$ cat src/shared/mgmt_consts.svh
// Constants for the management mode trap and RAM base logic
`ifndef MGMT_CONSTS_SVH
`define MGMT_CONSTS_SVH

// ==========================================================================
// Register byte offsets
`define MGMT_BASE_SLOT_OFF   16'h7ef8
`define IO_RESTART_SLOT_OFF  16'h7f00
`define IO_TRAP_WORD_OFF     16'h7f04
`define REVISION_ID_OFF      16'h7f08
`define MODE_STATUS_OFF      16'h7f0c

// ==========================================================================
// Values and fields
`define BASE_RESET           32'h0003_0000
`define RESTART_YES          16'h00ff
`define RESTART_NO           16'h0000
`define VECTOR_OFS           32'h0000_8000
`define SAVE_TOP_OFS         32'h0000_7fff
`define ALIGN_MASK           32'h0000_7fff
`define REVISION_ID          32'h0003_0000
`define TRAP_ADDR_MSB        31
`define TRAP_ADDR_LSB        16
`define TRAP_RSVD_MSB        15
`define TRAP_RSVD_LSB        2
`define TRAP_VALID_BIT       1
`define TRAP_DIR_BIT         0
`define REV_RELOC_BIT        17
`define FLUSH_WB_CLOCKS      4100

`endif

$ cat src/shared/mgmt_pkg.sv
// Types and helper functions shared by the management mode logic
package mgmt_pkg;

  typedef enum logic [2:0] {
    ST_IDLE,
    ST_ENTRY,
    ST_ACTIVE,
    ST_SHUTDOWN
  } mode_state_t;

  // Byte-lane merge for Wishbone writes
  function automatic logic [31:0] lane_merge(input logic [31:0] old_v,
                                             input logic [31:0] new_v,
                                             input logic [3:0]  sel);
    logic [31:0] r;
    r = old_v;
    for (int i = 0; i < 4; i++) begin
      if (sel[i]) begin
        r[i*8 +: 8] = new_v[i*8 +: 8];
      end
    end
    return r;
  endfunction

  function automatic logic [31:0] add_ofs(input logic [31:0] base,
                                          input logic [31:0] ofs);
    return base + ofs;
  endfunction

endpackage

$ cat src/shared/trap_if.sv
// Interface between the mode controller and the I/O trap capture unit
`timescale 1ns/10ps
`default_nettype none
interface trap_if;
  logic [15:0] io_addr;
  logic        io_read;
  logic        io_valid;
  logic        capture;
  logic        suppress;
  logic [31:0] word;

  modport cap (input io_addr, input io_read, input io_valid, input capture,
               input suppress, output word);
  modport ctl (output io_addr, output io_read, output io_valid, output capture,
               output suppress, input word);
endinterface
`default_nettype wire

$ cat src/hdl/cache_flush_timer.sv
// Cache flush busy timer for write-back configurations
`timescale 1ns/10ps
`default_nettype none
`include "mgmt_consts.svh"
module cache_flush_timer #(
  parameter int FLUSH_CLOCKS = `FLUSH_WB_CLOCKS
) (
  input  wire logic clk_in,
  input  wire logic resetn_in,
  input  wire logic flush_req_in,
  input  wire logic writeback_in,
  output logic      busy_out
);
  localparam int CW = $clog2(FLUSH_CLOCKS + 1);
  localparam logic [CW-1:0] LOAD = CW'(FLUSH_CLOCKS);

  logic [CW-1:0] cnt_q;
  logic [CW-1:0] cnt_d;
  wire           start = flush_req_in & writeback_in & (cnt_q == '0);

  // Write-through flushes cost nothing, so only write-back loads the count
  always_comb begin
    cnt_d = cnt_q;
    if (start) begin
      cnt_d = LOAD;
    end else if (cnt_q != '0) begin
      cnt_d = cnt_q - CW'(1);
    end
  end

  always_ff @(posedge clk_in or negedge resetn_in) begin
    if (!resetn_in) begin
      cnt_q <= '0;
    end else begin
      cnt_q <= cnt_d;
    end
  end

  assign busy_out = (cnt_q != '0);

  a_flush_length: assert property (@(posedge clk_in) disable iff (!resetn_in)
    start |=> (cnt_q == LOAD) ##1 busy_out[*8])
    else $error("write-back flush shorter than required");

  a_wt_no_delay: assert property (@(posedge clk_in) disable iff (!resetn_in)
    (!writeback_in && !busy_out) |=> !busy_out)
    else $error("write-through flush took a delay");
endmodule
`default_nettype wire

$ cat src/hdl/io_trap_capture.sv
// I/O trap word capture at mode entry
`timescale 1ns/10ps
`default_nettype none
`include "mgmt_consts.svh"
module io_trap_capture (
  input  wire logic clk_in,
  input  wire logic resetn_in,
  trap_if.cap       tp
);
  logic [31:0] word_q;
  logic [31:0] word_d;

  assign tp.word = word_q;

  // ==========================================================================
  // Capture
  always_comb begin
    word_d = word_q;
    if (tp.capture) begin
      word_d = 32'h0000_0000;
      word_d[`TRAP_ADDR_MSB:`TRAP_ADDR_LSB] = tp.io_addr;
      word_d[`TRAP_VALID_BIT] = tp.io_valid & ~tp.suppress;
      word_d[`TRAP_DIR_BIT]   = tp.io_read;
    end
  end

  always_ff @(posedge clk_in or negedge resetn_in) begin
    if (!resetn_in) begin
      word_q <= 32'h0000_0000;
    end else begin
      word_q <= word_d;
    end
  end

  a_trap_reserved: assert property (@(posedge clk_in) disable iff (!resetn_in)
    word_q[`TRAP_RSVD_MSB:`TRAP_RSVD_LSB] == 14'h0000)
    else $error("trap word reserved bits not zero");

  a_trap_fields: assert property (@(posedge clk_in) disable iff (!resetn_in)
    tp.capture |=> (word_q[`TRAP_DIR_BIT] == $past(tp.io_read)) &&
                   (word_q[`TRAP_ADDR_MSB:`TRAP_ADDR_LSB] == $past(tp.io_addr)))
    else $error("trap address or direction not captured");
endmodule
`default_nettype wire

$ cat src/hdl/mgmt_mode_ctrl.sv
// Management mode controller: trap restart, RAM base relocation, register slave
`timescale 1ns/10ps
`default_nettype none
`include "mgmt_consts.svh"
module mgmt_mode_ctrl #(
  parameter int FLUSH_CLOCKS = `FLUSH_WB_CLOCKS
) (
  input  wire logic        clk_in,
  input  wire logic        resetn_in,
  input  wire logic        wb_cyc_in,
  input  wire logic        wb_stb_in,
  input  wire logic        wb_we_in,
  input  wire logic [15:0] wb_adr_in,
  input  wire logic [3:0]  wb_sel_in,
  input  wire logic [31:0] wb_dat_in,
  output logic [31:0]      wb_dat_out,
  output logic             wb_ack_out,
  input  wire logic        mgmt_interrupt_request_n_in,
  input  wire logic        resume_instruction_in,
  input  wire logic [15:0] io_access_addr_in,
  input  wire logic        io_access_read_in,
  input  wire logic        io_instr_valid_in,
  input  wire logic        flush_n_in,
  input  wire logic        writeback_invalidate_instruction_in,
  input  wire logic        writeback_select_in,
  output logic             mgmt_mode_active_n_out,
  output logic [31:0]      entry_vector_out,
  output logic [31:0]      save_top_out,
  output logic             restart_io_out,
  output logic             resume_done_out,
  output logic             shutdown_out,
  output logic             flush_busy_out
);

  // ==========================================================================
  // State
  mgmt_pkg::mode_state_t state_q;
  mgmt_pkg::mode_state_t state_d;

  logic [31:0] base_q;
  logic [31:0] base_d;
  logic [31:0] base_slot_q;
  logic [31:0] base_slot_d;
  logic [15:0] restart_slot_q;
  logic [15:0] restart_slot_d;
  logic        pending_q;
  logic        pending_d;
  logic        back_to_back_q;
  logic        back_to_back_d;
  logic        req_prev_q;
  logic        restart_q;
  logic        restart_d;
  logic        done_q;
  logic        done_d;
  logic [31:0] vector_q;
  logic [31:0] save_top_q;
  logic        ack_q;
  logic [31:0] dat_q;
  logic        resumed_q;

  trap_if tp ();

  // ==========================================================================
  // Request and resume decode
  wire req_level   = ~mgmt_interrupt_request_n_in;
  wire req_edge    = req_level & ~req_prev_q;
  wire in_active   = (state_q == mgmt_pkg::ST_ACTIVE);
  wire in_entry    = (state_q == mgmt_pkg::ST_ENTRY);
  wire in_idle     = (state_q == mgmt_pkg::ST_IDLE);
  wire resume_go   = in_active & resume_instruction_in;
  wire slot_aligned = ((base_slot_q & `ALIGN_MASK) == 32'h0000_0000);
  wire restart_set = (restart_slot_q == `RESTART_YES);
  // A request seen while busy in the mode is held for the next entry
  wire req_while_busy = req_edge & ~in_idle;

  // ==========================================================================
  // Register bus decode
  wire bus_req     = wb_cyc_in & wb_stb_in & ~ack_q;
  wire bus_wr      = bus_req & wb_we_in;
  wire hit_base    = (wb_adr_in == `MGMT_BASE_SLOT_OFF);
  wire hit_restart = (wb_adr_in == `IO_RESTART_SLOT_OFF);
  wire hit_trap    = (wb_adr_in == `IO_TRAP_WORD_OFF);
  wire hit_rev     = (wb_adr_in == `REVISION_ID_OFF);
  wire hit_status  = (wb_adr_in == `MODE_STATUS_OFF);
  wire [31:0] status_word = {27'h0000000, flush_busy_out, pending_q, back_to_back_q,
                             (state_q == mgmt_pkg::ST_SHUTDOWN), ~mgmt_mode_active_n_out};
  wire [31:0] restart_merged = mgmt_pkg::lane_merge({16'h0000, restart_slot_q},
                                                     wb_dat_in, wb_sel_in);
  // Unmapped addresses answer normally with zero data; writes there vanish
  wire [31:0] rd_data = hit_base    ? base_slot_q :
                        hit_restart ? {16'h0000, restart_slot_q} :
                        hit_trap    ? tp.word :
                        hit_rev     ? `REVISION_ID :
                        hit_status  ? status_word :
                                      32'h0000_0000;

  // ==========================================================================
  // Trap capture link
  assign tp.io_addr  = io_access_addr_in;
  assign tp.io_read  = io_access_read_in;
  assign tp.io_valid = io_instr_valid_in;
  assign tp.capture  = in_entry;
  assign tp.suppress = back_to_back_q;

  io_trap_capture u_trap (
    .clk_in    (clk_in),
    .resetn_in (resetn_in),
    .tp        (tp)
  );

  // Flushes start only from the pin or the invalidate instruction
  cache_flush_timer #(
    .FLUSH_CLOCKS (FLUSH_CLOCKS)
  ) u_flush (
    .clk_in       (clk_in),
    .resetn_in    (resetn_in),
    .flush_req_in (~flush_n_in | writeback_invalidate_instruction_in),
    .writeback_in (writeback_select_in),
    .busy_out     (flush_busy_out)
  );

  // ==========================================================================
  // Mode sequencing
  always_comb begin
    state_d        = state_q;
    base_d         = base_q;
    pending_d      = pending_q | req_while_busy;
    back_to_back_d = back_to_back_q;
    restart_d      = 1'b0;
    done_d         = 1'b0;
    unique case (state_q)
      mgmt_pkg::ST_IDLE: begin
        if (req_level) begin
          state_d        = mgmt_pkg::ST_ENTRY;
          back_to_back_d = 1'b0;
        end
      end
      mgmt_pkg::ST_ENTRY: begin
        state_d = mgmt_pkg::ST_ACTIVE;
      end
      mgmt_pkg::ST_ACTIVE: begin
        if (resume_go) begin
          if (!slot_aligned) begin
            state_d = mgmt_pkg::ST_SHUTDOWN;
          end else begin
            base_d    = base_slot_q;
            restart_d = restart_set;
            done_d    = 1'b1;
            if (pending_q | req_edge) begin
              state_d        = mgmt_pkg::ST_ENTRY;
              back_to_back_d = 1'b1;
              pending_d      = 1'b0;
            end else begin
              state_d = mgmt_pkg::ST_IDLE;
            end
          end
        end
      end
      mgmt_pkg::ST_SHUTDOWN: begin
        state_d   = mgmt_pkg::ST_SHUTDOWN;
        pending_d = 1'b0;
      end
      default: begin
        state_d = mgmt_pkg::ST_SHUTDOWN;
      end
    endcase
  end

  // ==========================================================================
  // Slot updates: hardware entry writes take priority over software
  always_comb begin
    base_slot_d    = base_slot_q;
    restart_slot_d = restart_slot_q;
    if (bus_wr && hit_base) begin
      base_slot_d = mgmt_pkg::lane_merge(base_slot_q, wb_dat_in, wb_sel_in);
    end
    if (bus_wr && hit_restart) begin
      restart_slot_d = restart_merged[15:0];
    end
    if (in_entry) begin
      base_slot_d    = base_q;
      restart_slot_d = `RESTART_NO;
    end
  end

  always_ff @(posedge clk_in or negedge resetn_in) begin
    if (!resetn_in) begin
      state_q        <= mgmt_pkg::ST_IDLE;
      base_q         <= `BASE_RESET;
      base_slot_q    <= `BASE_RESET;
      restart_slot_q <= `RESTART_NO;
      pending_q      <= 1'b0;
      back_to_back_q <= 1'b0;
      req_prev_q     <= 1'b0;
      restart_q      <= 1'b0;
      done_q         <= 1'b0;
    end else begin
      state_q        <= state_d;
      base_q         <= base_d;
      base_slot_q    <= base_slot_d;
      restart_slot_q <= restart_slot_d;
      pending_q      <= pending_d;
      back_to_back_q <= back_to_back_d;
      req_prev_q     <= req_level;
      restart_q      <= restart_d;
      done_q         <= done_d;
    end
  end

  // ==========================================================================
  // Derived addresses, registered from the next base
  always_ff @(posedge clk_in or negedge resetn_in) begin
    if (!resetn_in) begin
      vector_q   <= `BASE_RESET + `VECTOR_OFS;
      save_top_q <= `BASE_RESET + `VECTOR_OFS + `SAVE_TOP_OFS;
    end else begin
      vector_q   <= mgmt_pkg::add_ofs(base_d, `VECTOR_OFS);
      save_top_q <= mgmt_pkg::add_ofs(base_d, `VECTOR_OFS + `SAVE_TOP_OFS);
    end
  end

  // ==========================================================================
  // Wishbone slave: one wait-free answer cycle per request
  always_ff @(posedge clk_in or negedge resetn_in) begin
    if (!resetn_in) begin
      ack_q <= 1'b0;
      dat_q <= 32'h0000_0000;
    end else begin
      ack_q <= bus_req;
      if (bus_req) begin
        dat_q <= rd_data;
      end
    end
  end

  // ==========================================================================
  // Outputs
  assign wb_ack_out             = ack_q;
  assign wb_dat_out             = dat_q;
  assign mgmt_mode_active_n_out = ~(in_entry | in_active);
  assign entry_vector_out       = vector_q;
  assign save_top_out           = save_top_q;
  assign restart_io_out         = restart_q;
  assign resume_done_out        = done_q;
  assign shutdown_out           = (state_q == mgmt_pkg::ST_SHUTDOWN);

  // ==========================================================================
  // Checks
  always_ff @(posedge clk_in or negedge resetn_in) begin
    if (!resetn_in) begin
      resumed_q <= 1'b0;
    end else if (resume_go) begin
      resumed_q <= 1'b1;
    end
  end

  a_restart_taken: assert property (@(posedge clk_in) disable iff (!resetn_in)
    (resume_go && slot_aligned && restart_slot_q == 16'h00ff) |=> restart_io_out ##1 !restart_io_out)
    else $error("restart slot 0ffh did not re-execute");

  a_restart_skip: assert property (@(posedge clk_in) disable iff (!resetn_in)
    (resume_go && slot_aligned && restart_slot_q == 16'h0000) |=> !restart_io_out && resume_done_out)
    else $error("restart slot 00h re-executed");

  a_slot_cleared: assert property (@(posedge clk_in) disable iff (!resetn_in)
    in_entry |=> in_active && (restart_slot_q == 16'h0000))
    else $error("restart slot not cleared at entry");

  a_b2b_valid: assert property (@(posedge clk_in) disable iff (!resetn_in)
    (resume_go && slot_aligned && pending_q) |=> in_entry ##1 !tp.word[1])
    else $error("second back-to-back entry marked trap word");

  a_valid_flag: assert property (@(posedge clk_in) disable iff (!resetn_in)
    (in_entry && !back_to_back_q) |=> tp.word[1] == $past(io_instr_valid_in))
    else $error("valid flag not saved from instruction");

  a_base_reset: assert property (@(posedge clk_in) disable iff (!resetn_in)
    !resumed_q |-> (base_q == 32'h0003_0000) && (entry_vector_out == 32'h0003_8000))
    else $error("base not at reset value");

  a_base_adopt: assert property (@(posedge clk_in) disable iff (!resetn_in)
    (resume_go && slot_aligned) |=> base_q == $past(base_slot_q) ##1
      entry_vector_out == base_q + 32'h0000_8000)
    else $error("base slot not adopted on resume");

  a_misalign_stop: assert property (@(posedge clk_in) disable iff (!resetn_in)
    (resume_go && base_slot_q[14:0] != 15'h0000) |=> shutdown_out[*3])
    else $error("misaligned base did not shut down");

  a_slot_gets_base: assert property (@(posedge clk_in) disable iff (!resetn_in)
    in_entry |=> (base_slot_q == $past(base_q)) && !mgmt_mode_active_n_out)
    else $error("entry did not store current base");

  a_save_top: assert property (@(posedge clk_in) disable iff (!resetn_in)
    $stable(base_q) |=> save_top_out == base_q + 32'h0000_ffff)
    else $error("save area top wrong");

  a_rev_reloc: assert property (@(posedge clk_in) disable iff (!resetn_in)
    (bus_req && !wb_we_in && hit_rev) |=> wb_ack_out && wb_dat_out[17])
    else $error("relocation support not reported");

  a_no_self_flush: assert property (@(posedge clk_in) disable iff (!resetn_in)
    (in_entry && flush_n_in && !writeback_invalidate_instruction_in && !flush_busy_out)
      |=> !flush_busy_out)
    else $error("flush started without a request");

  // Software slot writes land unless an entry overrides them in the same cycle
  a_slot_write: assert property (@(posedge clk_in) disable iff (!resetn_in)
    (bus_wr && hit_restart && !in_entry && wb_sel_in == 4'hf) |=>
      restart_slot_q == $past(wb_dat_in[15:0]))
    else $error("restart slot write lost");

  a_base_write: assert property (@(posedge clk_in) disable iff (!resetn_in)
    (bus_wr && hit_base && !in_entry && wb_sel_in == 4'hf) |=> base_slot_q == $past(wb_dat_in))
    else $error("base slot write lost");

  a_trap_read: assert property (@(posedge clk_in) disable iff (!resetn_in)
    (bus_req && !wb_we_in && hit_trap) |=> wb_dat_out == $past(tp.word))
    else $error("trap word read back wrong");

  a_base_hold: assert property (@(posedge clk_in) disable iff (!resetn_in)
    !(resume_go && slot_aligned) |=> $stable(base_q))
    else $error("base changed outside resume");

  a_restart_other: assert property (@(posedge clk_in) disable iff (!resetn_in)
    (resume_go && restart_slot_q != 16'h00ff) |=> !restart_io_out)
    else $error("restart without slot 0ffh");

  a_shut_sticky: assert property (@(posedge clk_in) disable iff (!resetn_in)
    shutdown_out |=> shutdown_out && !resume_done_out)
    else $error("shutdown state was left");

  a_b2b_marked: assert property (@(posedge clk_in) disable iff (!resetn_in)
    (resume_go && slot_aligned && (pending_q || req_edge)) |=> in_entry && back_to_back_q)
    else $error("back-to-back request not marked");

  a_entry_starts: assert property (@(posedge clk_in) disable iff (!resetn_in)
    (in_idle && req_level) |=> in_entry && !mgmt_mode_active_n_out)
    else $error("request did not start entry");

  a_vector_track: assert property (@(posedge clk_in) disable iff (!resetn_in)
    entry_vector_out == base_q + 32'h0000_8000)
    else $error("entry vector does not follow base");

endmodule
`default_nettype wire

$ cat config.mk
export PLATFORM = sky130hd
export DESIGN_NAME = mgmt_mode_ctrl
export DESIGN_NICKNAME = d
export VERILOG_FILES = /design/src/shared/mgmt_pkg.sv /design/src/shared/trap_if.sv /design/src/hdl/cache_flush_timer.sv /design/src/hdl/io_trap_capture.sv /design/src/hdl/mgmt_mode_ctrl.sv
export VERILOG_INCLUDE_DIRS = /design/src /design/src/shared
export SDC_FILE = /design/constraint.sdc
export NUM_CORES = 1
export LEC_CHECK = 0
export BUFFER_PORTS_ARGS = -buffer_cell sky130_fd_sc_hd__buf_2
export CORE_MARGIN = 3
export CORE_UTILIZATION = 55
export DETAILED_ROUTE_END_ITERATION = 7
export PLACE_DENSITY = 0.8
export SLEW_MARGIN = 20
export SYNTH_ARGS = -nofsm -noshare
export SYNTH_HDL_FRONTEND = slang
export SYNTH_SLANG_ARGS = --single-unit
$ cat constraint.sdc
create_clock -name clk_in -period 4.49 [get_ports clk_in]
set_input_delay 0.898 -clock clk_in [delete_from_list [all_inputs] [get_ports clk_in]]
set_output_delay 0.898 -clock clk_in [all_outputs]
set_load 0.02 [all_outputs]
-- Word level (Yosys, flattened, before mapping)
Cells that the tools add are included.
Widths: inputs -> output; s select.
- add/sub/neg operators: 3
- equality and inequality tests: 13
- multiplexer cells: 38
- bitwise operators: 20
- reduce and logical (&&, ||, !) cells: 22
- operators by type and width (kind ; number):
    $mux 32 ; 8
    $eq 16x15->1 const B ; 5
    $add 32x16->32 const B ; 2
    $logic_not 32->1 ; 1
    $mux 16 ; 2
    $mux 8 ; 4
    $mux 13 ; 2
    $mux 18 ; 1
    $eq 16x8->1 const B ; 1
    $reduce_bool 2->1 ; 8
    $mux 1 ; 14
    $reduce_and 2->1 ; 7
    $logic_not 13->1 ; 1
    $reduce_bool 13->1 ; 1
    $sub 13x1->13 const B ; 1
    $and 1x1->1 ; 9
    $pmux 3 s3 ; 1
    $not 1->1 ; 7
    $eq 3x2->1 const B ; 2
    $mux 3 ; 2
    $ne 2x1->1 const B ; 3
    $mux 5 ; 1
    $reduce_and 5->1 ; 1
    $or 1x1->1 ; 4
    6 further kinds ; 8
- register bits after elaboration: 216
- bits of input ports: 80
- output and inout port bits: 102
- logic and storage cells: 115

-- Depth between registers and ports, before layout
Gate-level depths: netlist (run 1).
- word-level depth: 8
- depth in mapped cells: 15
- gate-level depth less buffers: 12

-- By module
Synthesis (run 1) repeated with hierarchy kept, for this count alone.
- cells, all modules: 905
- area total of the unflattened synthesis: 9626.7 um^2
- modules (own cells, without submodules) (module ; instances ; cells each ; area each (um^2) ; seq. area each (um^2)):
    mgmt_mode_ctrl ; 1 ; 783 ; 8090.3 ; 4260.3
    io_trap_capture ; 1 ; 55 ; 828.3 ; 450.4
    cache_flush_timer ; 1 ; 67 ; 708.2 ; 325.3

-- Worst setup path after synthesis (run 1)
OpenSTA, ideal clock, no wires.
- path kind: in2reg
- from: input port resume_instruction_in
- to: register save_top_q[29] (netlist: save_top_out[29])
- arrival: 3522 ps
- slack: 888 ps
- stages on the path: 15
- path buffers: 4
- cell sequence: nor4b_1 -> and4_1 -> buf_2 -> nand2_2 -> clkbuf_1 -> buf_2 -> nand2_1 -> nand2_1 -> ha_1 -> clkbuf_1 -> nand3_1 -> nor3_2 -> nand3_1 -> a211oi_1 -> xnor2_1
- cells in the longest elaborated chain, start to end: 4
- RTL lines (what ; line ; RTL):
    start, declared ; mgmt_mode_ctrl.sv:19 ; input wire logic resume_instruction_in,
    $and 1x1->1 ; mgmt_mode_ctrl.sv:70 ; wire resume_go = in_active & resume_instruction_in;
    $mux 32 ; mgmt_mode_ctrl.sv:142 ; if (resume_go) begin
    $mux 32 ; mgmt_mode_ctrl.sv:131 ; unique case (state_q)
    named net base_d[16] ; mgmt_mode_ctrl.sv:41 ; logic [31:0] base_d;
    $add 32x16->32 ; mgmt_pkg.sv:27 ; return base + ofs;
    end signal, assigned ; mgmt_mode_ctrl.sv:215 ; save_top_q <= `BASE_RESET + `VECTOR_OFS + `SAVE_TOP_OFS;
    end signal, assigned ; mgmt_mode_ctrl.sv:218 ; save_top_q <= mgmt_pkg::add_ofs(base_d, `VECTOR_OFS + `SAVE_TOP_OFS);
    end, declared ; mgmt_mode_ctrl.sv:56 ; logic [31:0] save_top_q;
The timed path passes the listed nets, and every way through them passes these cells.
A chain may end at the register's enable or synchronous reset.

-- Worst setup path in the final report (run 1)
- from: register base_slot_q[11]
- to: register save_top_q[29] (netlist: save_top_out[29])
- cells in the longest elaborated chain, start to end: 5
- RTL lines (what ; line ; RTL):
    start, declared ; mgmt_mode_ctrl.sv:42 ; logic [31:0] base_slot_q;
    start signal, assigned ; mgmt_mode_ctrl.sv:190 ; base_slot_q <= `BASE_RESET;
    start signal, assigned ; mgmt_mode_ctrl.sv:200 ; base_slot_q <= base_slot_d;
    $logic_not 32->1 ; mgmt_mode_ctrl.sv:71 ; wire slot_aligned = ((base_slot_q & `ALIGN_MASK) == 32'h0000_0000);
    $mux 32 ; mgmt_mode_ctrl.sv:143 ; if (!slot_aligned) begin
    $mux 32 ; mgmt_mode_ctrl.sv:142 ;
    $mux 32 ; mgmt_mode_ctrl.sv:131 ;
    named net base_d[15] ; mgmt_mode_ctrl.sv:41 ;
    $add 32x16->32 ; mgmt_pkg.sv:27 ;
The timed path passes the listed nets, and every way through them passes these cells.

==> results of run 1 <==
## cells by family after synthesis
| logic type | synth area share (%) |
|---|---|
| xor gates and xnor gates | 4.56 |
| AOI/OAI and AO/OA | 10.9 |
| adders and majority gates | 1.09 |
| muxes | 7.86 |
| DFF | 54.6 |
| and+or+nand+nor | 16.1 |
| buffers and inverters | 4.84 |
## stage by stage
stage | hold slack, ns | std cells | total power [mW] | area (um2) | setup WS [ns]
after detailed placement | 0.465 | 1224 | 4.51 | 10200 | 0.689
after floorplan | 0.443 | 873 | 3.92 | 9220 | 0.888
after global routing | 0.496 | 1257 | 6.41 | 10800 | 0.809
after CTS | 0.479 | 1256 | 6.06 | 10800 | 1.12
final | 0.475 | 1257 | 6.08 | 10800 | 1.10
after global placement | 0.458 | 1224 | 4.45 | 10200 | 0.878
## report_power, final
part	switching (mW)	total (mW)	internal (mW)
registers	0.469	2.82	2.35
clock network	0.656	1.54	0.883
logic	1.02	1.72	0.706
total	2.14	6.08	3.94
## cell usage after synthesis (8+ instances only)
cell,number
sky130_fd_sc_hd__a21oi_1,43
sky130_fd_sc_hd__a221oi_1,26
sky130_fd_sc_hd__a31oi_1,10
sky130_fd_sc_hd__and2_1,12
sky130_fd_sc_hd__and3_1,8
sky130_fd_sc_hd__buf_4,16
sky130_fd_sc_hd__clkbuf_1,32
sky130_fd_sc_hd__dfrtp_1,175
sky130_fd_sc_hd__dfstp_2,25
sky130_fd_sc_hd__ha_1,8
sky130_fd_sc_hd__inv_1,36
sky130_fd_sc_hd__mux2_2,35
sky130_fd_sc_hd__mux2i_1,33
sky130_fd_sc_hd__nand2_1,82
sky130_fd_sc_hd__nand3_1,15
sky130_fd_sc_hd__nand4_1,11
sky130_fd_sc_hd__nor2_1,84
sky130_fd_sc_hd__nor2b_1,20
sky130_fd_sc_hd__nor3_1,14
sky130_fd_sc_hd__nor4_1,14
sky130_fd_sc_hd__o21ai_0,44
sky130_fd_sc_hd__xnor2_1,36
sky130_fd_sc_hd__xor2_1,12
## cell type report
type,count,area share [%]
flip-flops and latches,200,46.5
multi-input cells,576,34.8
repair buffers,194,9.34
clock buffers,25,4.95
well taps,216,2.49
inverters,38,1.32
clock inverters,7,0.578
diodes,1,0.0231
## sequential cells by signal, indices dropped and copies added (netlist names), 2 cells and up
name	cells
u_flush.cnt_q	13
base_q	17
base_slot_q	32
restart_slot_q	16
wb_dat_out	32
entry_vector_out	32
save_top_out	32
state_q	2
u_trap.tp.word	18
## layer usage
layer | routed length, um | share of wire [%] | up-vias | GRT usage, %
met5 | 0 | 0 | - | 0
met4 | 670 | 2.8 | 0 | 10.4
met3 | 1410 | 5.8 | 48 | 4.57
met2 | 11300 | 46 | 295 | 40.8
met1 | 11000 | 45 | 3650 | 40.0
li1 | - | - | 3341 | -
## critical path, cell delays in order (launching register included)
cell and delay (ns):
sky130_fd_sc_hd__dfrtp_1 0.41, sky130_fd_sc_hd__nor4_1 0.47, sky130_fd_sc_hd__and4_1 0.43, sky130_fd_sc_hd__nand2_2 0.14, sky130_fd_sc_hd__mux2i_1 0.23, sky130_fd_sc_hd__inv_1 0.13, sky130_fd_sc_hd__ha_1 0.31, sky130_fd_sc_hd__nand3_1 0.14
sky130_fd_sc_hd__nor3_2 0.38, sky130_fd_sc_hd__nand3_1 0.23, sky130_fd_sc_hd__a211oi_1 0.30, sky130_fd_sc_hd__xnor2_1 0.15
## final timing paths
path | from | end | slack (ns) | depth (start not counted)
worst max-delay path | base_slot_q[11] | save_top_out[29] | 1.10 | 11
worst min-delay path | wb_dat_out[17] | wb_dat_out[17] | 0.47 | 2
worst max register to register | base_slot_q[11] | save_top_out[29] | 1.10 | 11
worst min register to register | wb_dat_out[17] | wb_dat_out[17] | 0.47 | 2
max in group asynchronous | resetn_in | base_slot_q[17] | 2.96 | 2
min in group asynchronous | resetn_in | wb_dat_out[8] | 0.57 | 1
==> results.md, run 1 <==
* Result of the run: finished clean
* Clock tree root buffer cell: sky130_fd_sc_hd__clkbuf_16
* Clock-pin slew on the worst setup and hold paths at 0.07 ns
* Final estimated routing congestion in global placement at 0.906
* Path class of the lowest-slack min-delay path: reg2reg
* Initial antenna violation count at 1
* Detailed placement HPWL at 17.2 mm
* Cell type with the largest total area after synthesis: sky130_fd_sc_hd__dfrtp_1
* Number of unique standard cell types used by synthesis at 60
* Number of DRC violations after detailed routing at 0
* Height of the die at 135 um
* Fraction of synthesized cell area taken by the top area cell type at 47.5%
* Power density over the cells at 561 mW/mm2
* Remaining global-route overflow at 0
* Total track usage at 27.2%
* Routed wire length at 24.3 mm
* Largest cells by area after synthesis: sky130_fd_sc_hd__dfrtp_1, sky130_fd_sc_hd__dfstp_2, sky130_fd_sc_hd__mux2_2
* Total area of multi-input combinational cells at 0.00377 mm2
* Final ANT Viol Nets at 0
* Max-slew violation count at 0
* Clock network latency to the later pin of the worst-skew pair at 0.44 ns
* Accumulated negative setup slack at 0 ns
* Quantity of I/O buffers inserted on ports at 181
* Setup repair after global routing missed its margin: no
* Maximum number of pins on one net before global-route repair at 109
* Post-Syn Area at 0.00922 mm2
* Post-synth net total at 961
* Register area at 0.00504 mm2
* Vias at 7,334
* Die Width at 135 um
* Hold Buf Count CTS at 0
* PostCTS Resize Cnt at 0
* Final hold violation count at 0
* Placeable core area at 0.0161 mm2
* Initial cell density of the core at 57.2%
* Number of standard-cell rows in the floorplan at 46
* Setup clock skew after layout at 0.00627 ns
* Cell leakage power at 5.19 nW
* Number of setup buffers added after CTS at 0
* Share of synthesized area occupied by flip-flops and latches at 54.6%
* Clock buffer depth at 2
* Sink Count at 200
* Headroom to the max-slew limit at 35.5%
* Layout fillers at 1,273
* Number of detailed-routing iterations run before antenna repair at 6
* Top_reg_cell synth: sky130_fd_sc_hd__dfrtp_1
* Average wire per standard cell at 19.3 um
* Number of cells produced by synthesis at 873
* Synthesized flop and latch total at 200
* Syn Area/Cell at 10.6 um2
* Final critical-path share of the clock period at 75.6%
* Synthesis-to-layout area growth at 17.5%
* Maximum capacitance violations at 0
* Element type at the critical path end: register
* Number of synthesized flops with an enable pin at 0
* Util after Layout at 67.2%
* Global-route wire length before repair at 39.0 mm
* Via density per instance at 5.83
* Data arrival at the endpoint of the critical path at 3.76 ns
* Final setup vio count at 0
* Number of top-level pins at 182
* Data required time of the worst path at 4.86 ns
* CTS tree: yes
* CP Class: reg2reg
* Maximum fanout along the worst path at 7
* Vias in the first global route at 7,303
* Top library cells by usage in the layout, fill and taps aside: sky130_fd_sc_hd__buf_2, sky130_fd_sc_hd__dfrtp_1, sky130_fd_sc_hd__nor2_1, sky130_fd_sc_hd__nand2_1, sky130_fd_sc_hd__o21ai_0
* DRT iter0 DRCs at 752
* Count of warnings emitted by yosys at 0
* IR Drop Worst-Case VDD at 0.344 mV
* Number of CTS-inserted buffers at 17
* Ratio of cells with drive above 1 in the final layout at 29.7%
* Minimum period implied by the final worst setup slack at 3.39 ns
* Worst slew pin tran at 0.968 ns
* Area of the die at 0.0184 mm2
* Most common cell after layout, fill and taps aside: sky130_fd_sc_hd__buf_2
* Number of nets in the finished design at 1,115
* Total number of H-tree levels at 4
* Setup crit start kind: register
* Peak Freq at 0.295 GHz
* Share of async-settable or async-resettable flops after synthesis at 100%
(Power assumes the default switching activity.)
==> run 2: changes to the inputs <==
==> constraint.sdc (replaced) <==
create_clock -name clk_in -period 3.3 [get_ports clk_in]
set_input_delay 0.66 -clock clk_in [delete_from_list [all_inputs] [get_ports clk_in]]
set_output_delay 0.66 -clock clk_in [all_outputs]
set_load 0.02 [all_outputs]
==> results.md, run 2 (synthesized netlist as in run 1, its figures left out) <==
* Result of the run: finished clean
* Worst slew pin tran at 0.989 ns (+0.0208 ns)
* Placeable core area at 0.0161 mm2 (unchanged)
* DP Worst Slack at 0.0902 ns (-0.599 ns)
* Ratio of cells with drive above 1 in the final layout at 29.9% (+0.22 points)
* Clock buffer depth at 2 (unchanged)
* Quantity of I/O buffers inserted on ports at 181 (unchanged)
* Detailed placement HPWL at 17.4 mm (+1.2%)
* Top library cells by usage in the layout, fill and taps aside: sky130_fd_sc_hd__buf_2, sky130_fd_sc_hd__dfrtp_1, sky130_fd_sc_hd__nor2_1, sky130_fd_sc_hd__nand2_1, sky130_fd_sc_hd__o21ai_0
* Number of CTS-inserted buffers at 17 (unchanged)
* Total number of H-tree levels at 4 (unchanged)
* Max-slew violation count at 0 (unchanged)
* Initial antenna violation count at 0 (-1)
* Final hold violation count at 0 (unchanged)
* Path class of the lowest-slack min-delay path: in2async
* Number of detailed-routing iterations run before antenna repair at 5 (-1)
* Global-route wire length before repair at 38.1 mm (-2.3%)
* IR Drop Worst-Case VDD at 0.407 mV (+18%)
* Final setup slack of the worst path at 0.290 ns (-0.805 ns)
* Hold Buf Count CTS at 0 (unchanged)
* Element type at the critical path end: register
* Via density per instance at 5.77 (-1.1%)
* Power density over the cells at 754 mW/mm2 (+34%)
* Total track usage at 26.6% (-0.61 points)
* Remaining global-route overflow at 0 (unchanged)
* Final estimated routing congestion in global placement at 0.906 (unchanged)
* Number of setup buffers added after CTS at 0 (unchanged)
* Worst R2R End: save_top_out[29]
* Final ANT Viol Nets at 0 (unchanged)
* Data required time of the worst path at 3.67 ns (-1.19 ns)
* Most common cell after layout, fill and taps aside: sky130_fd_sc_hd__buf_2
* CTS tree: yes
* Die Width at 135 um (unchanged)
* Height of the die at 135 um (unchanged)
* Routed wire length at 23.9 mm (-1.5%)
* Worst Hold Slack at 0.234 ns (-0.240 ns)
* R2R cell count at 12 (+1)
* Headroom to the max-slew limit at 34.1% (-1.4 points)
* Setup clock skew after layout at 0.0105 ns (+0.00423 ns)
* Setup slack, reg-to-reg at 0.29 ns (-0.80 ns)
* Peak Freq at 0.332 GHz (+13%)
* Final setup vio count at 0 (unchanged)
* Maximum fanout along the worst path at 7 (unchanged)
* DRT iter0 DRCs at 611 (-19%)
* Final critical-path share of the clock period at 91.2% (+16 points)
* Vias at 7,297 (-0.50%)
* Setup crit start kind: register
* PostCTS Resize Cnt at 0 (unchanged)
* Cell type of the slowest stage on the worst timing path: sky130_fd_sc_hd__nor4_1
* Number of DRC violations after detailed routing at 0 (unchanged)
* Minimum period implied by the final worst setup slack at 3.01 ns (-0.385 ns)
* Layout fillers at 1,269 (-0.31%)
* Cell leakage power at 5.23 nW (+0.76%)
* Maximum number of pins on one net before global-route repair at 75 (-31%)
* Cells along the critical path: nor4_1 > and4_1 > nand2_2 > inv_2 > nand2_1 > nand2_1 > ha_1 > nand3_1 > nor3_4 > nand3_1 > a211oi_1 > xnor2_1
* Number of standard-cell rows in the floorplan at 46 (unchanged)
* Number of nets in the finished design at 1,124 (+0.81%)
* Accumulated negative setup slack at 0 ns (unchanged)
* Average wire per standard cell at 18.9 um (-2.2%)
* CP Class: reg2reg
* Clock network latency to the later pin of the worst-skew pair at 0.44 ns (about the same)
* Data arrival at the endpoint of the critical path at 3.38 ns (-0.38 ns)
* Synthesis-to-layout area growth at 17.9%
* Number of top-level pins at 182 (unchanged)
* FF-to-FF Start: base_slot_q[3]
* Clock-pin slew on the worst setup and hold paths at 0.07 ns (about the same)
* Clock tree root buffer cell: sky130_fd_sc_hd__clkbuf_16
* Maximum capacitance violations at 0 (unchanged)
* Setup repair after global routing missed its margin: no
* Vias in the first global route at 7,202 (-1.4%)
* Initial cell density of the core at 57.2% (unchanged)
* Area of the die at 0.0184 mm2 (unchanged)
* Delay contributed by the slowest stage of the critical path at 0.50 ns (+0.03 ns)
* Sink Count at 200 (unchanged)
* Count of inserted antenna diode cells at 0 (-1)
## run 2: changes by cell type in the layout (fill, tap and decap cells not counted), moves of 4 or more
| cell | delta |
|---|---|
| sky130_fd_sc_hd__clkbuf_8 | -5 |
| sky130_fd_sc_hd__inv_6 | +5 |
| sky130_fd_sc_hd__buf_4 | +7 |
| sky130_fd_sc_hd__a41oi_1 | +4 |
| sky130_fd_sc_hd__a41oi_2 | -4 |
## run 2: report_power, final
part | switching (mW) | internal [mW]
Clock | 0.942 | 1.07
Combinational | 1.39 | 0.997
Sequential | 0.604 | 3.19
Total | 2.93 | 5.26
## run 2: worst max path at each step
stage,cells past startpoint,from,end
3_5_place_dp,13,resume_instruction_in,save_top_out[29]
2_1_floorplan,15,resume_instruction_in,save_top_out[29]
6_report,12,base_slot_q[3],save_top_out[29]
5_1_grt,12,base_slot_q[3],save_top_out[29]
4_1_cts,12,base_slot_q[3],save_top_out[29]
3_3_place_gp,13,resume_instruction_in,save_top_out[29]
## run 2: per-layer routing
metal | global-route usage (%) | up-vias | wire [um]
li1 | - | 3352 | -
met5 | 0 | - | 0
met4 | 10.6 | 0 | 682
met3 | 4.27 | 62 | 1760
met2 | 40.1 | 346 | 11000
met1 | 38.9 | 3537 | 10500
## run 2: per-stage QoR
step	cell area [um2]	power (mW)	cells	util [%]
6_report	10900	8.19	1265	67.5
5_1_grt	10900	8.66	1265	67.5
4_1_cts	10900	8.20	1265	67.5
3_5_place_dp	10300	6.20	1233	64.0
3_3_place_gp	10300	6.11	1233	64.0
2_1_floorplan	9230	5.34	873	-
## run 2: area by class of cell
type	count	area, um2	area share (%)
Clock buffer	19	443	4.07
Clock inverter	13	119	1.09
Inverter	38	143	1.31
Multi-Input combinational cell	576	3760	34.5
Sequential cell	200	5040	46.3
Tap cell	216	270	2.49
Timing Repair Buffer	203	1100	10.2
## run 2: critical path, delay by kind of cell, from the launching register on
kind | cells | cell delay, ns
simple gates | 8 | 1.69
compound gates | 1 | 0.29
buf+inv | 1 | 0.09
xor+xnor | 1 | 0.15
flops | 1 | 0.39
fa+ha+maj | 1 | 0.33
==> run 3: changes to the inputs <==
--- a/config.mk
+++ b/config.mk
@@ -8,9 +8,9 @@
 export LEC_CHECK = 0
 export BUFFER_PORTS_ARGS = -buffer_cell sky130_fd_sc_hd__buf_2
 export CORE_MARGIN = 3
-export CORE_UTILIZATION = 55
+export CORE_UTILIZATION = 50
 export DETAILED_ROUTE_END_ITERATION = 7
-export PLACE_DENSITY = 0.8
+export PLACE_DENSITY = 0.73
 export SLEW_MARGIN = 20
 export SYNTH_ARGS = -nofsm -noshare
 export SYNTH_HDL_FRONTEND = slang
==> results.md, run 3 (synthesized netlist as in run 1, its figures left out) <==
* Result of the run: finished clean
* Clock network latency to the later pin of the worst-skew pair at 0.44 ns (about the same)
* Hold Buf Count CTS at 0 (unchanged)
* Accumulated negative setup slack at 0 ns (unchanged)
* Non-filler cells in the finished layout at 1,280 (+1.2%)
* Switching component of the power at 2.90 mW (-1.2%)
* Maximum fanout along the worst path at 14 (+7)
* Power density over the cells at 756 mW/mm2 (+0.29%)
* Remaining global-route overflow at 0 (unchanged)
* CP Class: reg2reg
* Number of setup buffers added after CTS at 0 (unchanged)
* Most common cell after layout, fill and taps aside: sky130_fd_sc_hd__buf_2
* Vias at 7,226 (-0.97%)
* FF-to-FF Start: base_slot_q[3]
* Minimum period implied by the final worst setup slack at 2.90 ns (-0.109 ns)
* PostCTS Resize Cnt at 0 (unchanged)
* Final setup vio count at 0 (unchanged)
* Detailed placement HPWL at 17.2 mm (-1.3%)
* Height of the die at 142 um (+4.7%)
* Data required time of the worst path at 3.65 ns (-0.02 ns)
* Quantity of I/O buffers inserted on ports at 181 (unchanged)
* Count of inserted antenna diode cells at 0 (unchanged)
* Via density per instance at 5.65 (-2.1%)
* Cell leakage power at 5.23 nW (about the same)
* Peak Freq at 0.345 GHz (+3.8%)
* Number of standard-cell rows in the floorplan at 49 (+6.5%)
* Total number of H-tree levels at 4 (unchanged)
* Reg power frac at 46.2% (about the same)
* Pint at 5.35 mW (+1.8%)
* Share of power burned in the clock network at 24.9% (+0.3 points)
* Final hold violation count at 0 (unchanged)
* Path class of the lowest-slack min-delay path: in2async
* Final critical-path share of the clock period at 87.9% (-3.3 points)
* Combinational cell fraction of total power at 28.9% (-0.2 points)
* Initial antenna violation count at 0 (unchanged)
* DRT iter0 DRCs at 719 (+18%)
* Headroom to the max-slew limit at 58.3% (+24 points)
* Net switching fraction of the power at 35.1% (-0.68 points)
* Die Width at 142 um (+4.7%)
* Average wire per standard cell at 18.8 um (-0.90%)
* Number of CTS-inserted buffers at 17 (unchanged)
* Synthesis-to-layout area growth at 18.4%
* Total track usage at 24.1% (-2.5 points)
* R2R cell count at 12 (unchanged)
* Sink Count at 200 (unchanged)
* Register area at 0.00504 mm2 (unchanged)
* Maximum capacitance violations at 0 (unchanged)
* Clock tree root buffer cell: sky130_fd_sc_hd__clkbuf_16
* Final ANT Viol Nets at 0 (unchanged)
* Number of top-level pins at 182 (unchanged)
* CTS tree: yes
* Clock buffer depth at 2 (unchanged)
* Vias in the first global route at 6,940 (-3.6%)
* Worst setup startpoint: base_slot_q[3]
* Setup crit start kind: register
* IR Drop Worst-Case VDD at 0.433 mV (+6.6%)
* Util after Layout at 60.6% (-6.9 points)
* Number of detailed-routing iterations run before antenna repair at 7 (+2)
* Initial cell density of the core at 51.2% (-6.1 points)
* Global-route wire length before repair at 38.1 mm (-0.11%)
* Data arrival at the endpoint of the critical path at 3.25 ns (-0.13 ns)
* Worst slew pin tran at 0.626 ns (-0.363 ns)
* Number of nets in the finished design at 1,126 (+0.18%)
* Setup repair after global routing missed its margin: no
* Layout fillers at 1,572 (+24%)
* Placeable core area at 0.0180 mm2 (+12%)
* Max-slew violation count at 0 (unchanged)
* Number of DRC violations after detailed routing at 0 (unchanged)
* Area of the die at 0.0201 mm2 (+9.5%)
* Final estimated routing congestion in global placement at 0.872 (-3.7%)
* Ratio of cells with drive above 1 in the final layout at 29.7% (-0.25 points)
* Routed wire length at 24.0 mm (+0.28%)
* Total area of multi-input combinational cells at 0.00376 mm2 (+0.17%)
* Clock-pin slew on the worst setup and hold paths at 0.07 ns (about the same)
* Element type at the critical path end: register
* Number of cells after detailed placement at 1,248 (+1.2%)
* Maximum number of pins on one net before global-route repair at 76 (+1.3%)
* Setup clock skew after layout at 0.0130 ns (+0.00251 ns)
* Top library cells by usage in the layout, fill and taps aside: sky130_fd_sc_hd__buf_2, sky130_fd_sc_hd__dfrtp_1, sky130_fd_sc_hd__nor2_1, sky130_fd_sc_hd__nand2_1, sky130_fd_sc_hd__o21ai_0
==> run 3: cell count changes in the layout (fill, tap and decap cells not counted) <==
cell                         before  now
sky130_fd_sc_hd__buf_4           20   22
sky130_fd_sc_hd__bufinv_16        1    2
sky130_fd_sc_hd__clkbuf_1         1    6
sky130_fd_sc_hd__clkbuf_8         2    3
sky130_fd_sc_hd__clkinv_2         4    2
sky130_fd_sc_hd__clkinv_4         2    0
sky130_fd_sc_hd__clkinvlp_4       1    2
sky130_fd_sc_hd__inv_6            5    1
sky130_fd_sc_hd__nor4_1          14   13
sky130_fd_sc_hd__nor4_2           0    1
==> run 3: worst max-delay path, cell delays in order (launching register included) <==
cell                       delay (ns)
sky130_fd_sc_hd__dfrtp_1         0.41
sky130_fd_sc_hd__nor4_2          0.43
sky130_fd_sc_hd__and4_1          0.33
sky130_fd_sc_hd__nand2_2         0.19
sky130_fd_sc_hd__inv_2           0.10
sky130_fd_sc_hd__nand2_1         0.05
sky130_fd_sc_hd__nand2_1         0.14
sky130_fd_sc_hd__ha_1            0.20
sky130_fd_sc_hd__nand3_1         0.12
sky130_fd_sc_hd__nor3_4          0.19
sky130_fd_sc_hd__nand3_1         0.18
sky130_fd_sc_hd__a211oi_1        0.31
sky130_fd_sc_hd__xnor2_1         0.16
==> run 3: path summary, 6_finish.rpt <==
check                              endpoint  slack [ns]
min in group clk_in              req_prev_q        0.42
hold reg to reg            u_flush.cnt_q[5]        0.47
max in group asynchronous  save_top_out[17]        2.21
setup / recovery           save_top_out[29]        0.40
hold / removal                wb_dat_out[3]        0.25
setup reg to reg           save_top_out[29]        0.40
==> run 3: layout make-up <==
type,instances,share of cell area [%]
sequential,200,46.1
clock inverter,7,0.860
clock buffer,25,4.36
multi-input combinational,576,34.5
tap,229,2.62
timing repair buffer,205,10.3
inverter,38,1.31
==> run 3: power by group through the flow <==
stage | registers (mW) | logic [mW] | clock network, mW
after floorplan | 3.82 | 1.52 | 0
after global placement | 3.80 | 2.33 | 0
after detailed placement | 3.82 | 2.37 | 0
after CTS | 3.79 | 2.40 | 2.07
after global routing | 3.89 | 2.64 | 2.17
final | 3.81 | 2.38 | 2.05
==> run 3: metrics by stage <==
| stage | area (um2) | hold WS [ns] | worst slack, ns | total power [mW] |
|---|---|---|---|---|
| detailed placement | 10300 | 0.460 | 0.271 | 6.19 |
| finish | 10900 | 0.250 | 0.399 | 8.25 |
| CTS | 10900 | 0.272 | 0.316 | 8.26 |
| global placement | 10300 | 0.459 | 0.349 | 6.13 |
| floorplan | 9230 | 0.364 | 0.0280 | 5.34 |
| global route | 10900 | 0.296 | 0.165 | 8.70 |
==> run 3: metal layers <==
| layer | global-route usage [%] | wire, um |
|---|---|---|
| met5 | 0 | 0 |
| met4 | 7.42 | 558 |
| met3 | 4.04 | 1500 |
| met2 | 36.5 | 10800 |
| met1 | 35.7 | 11100 |
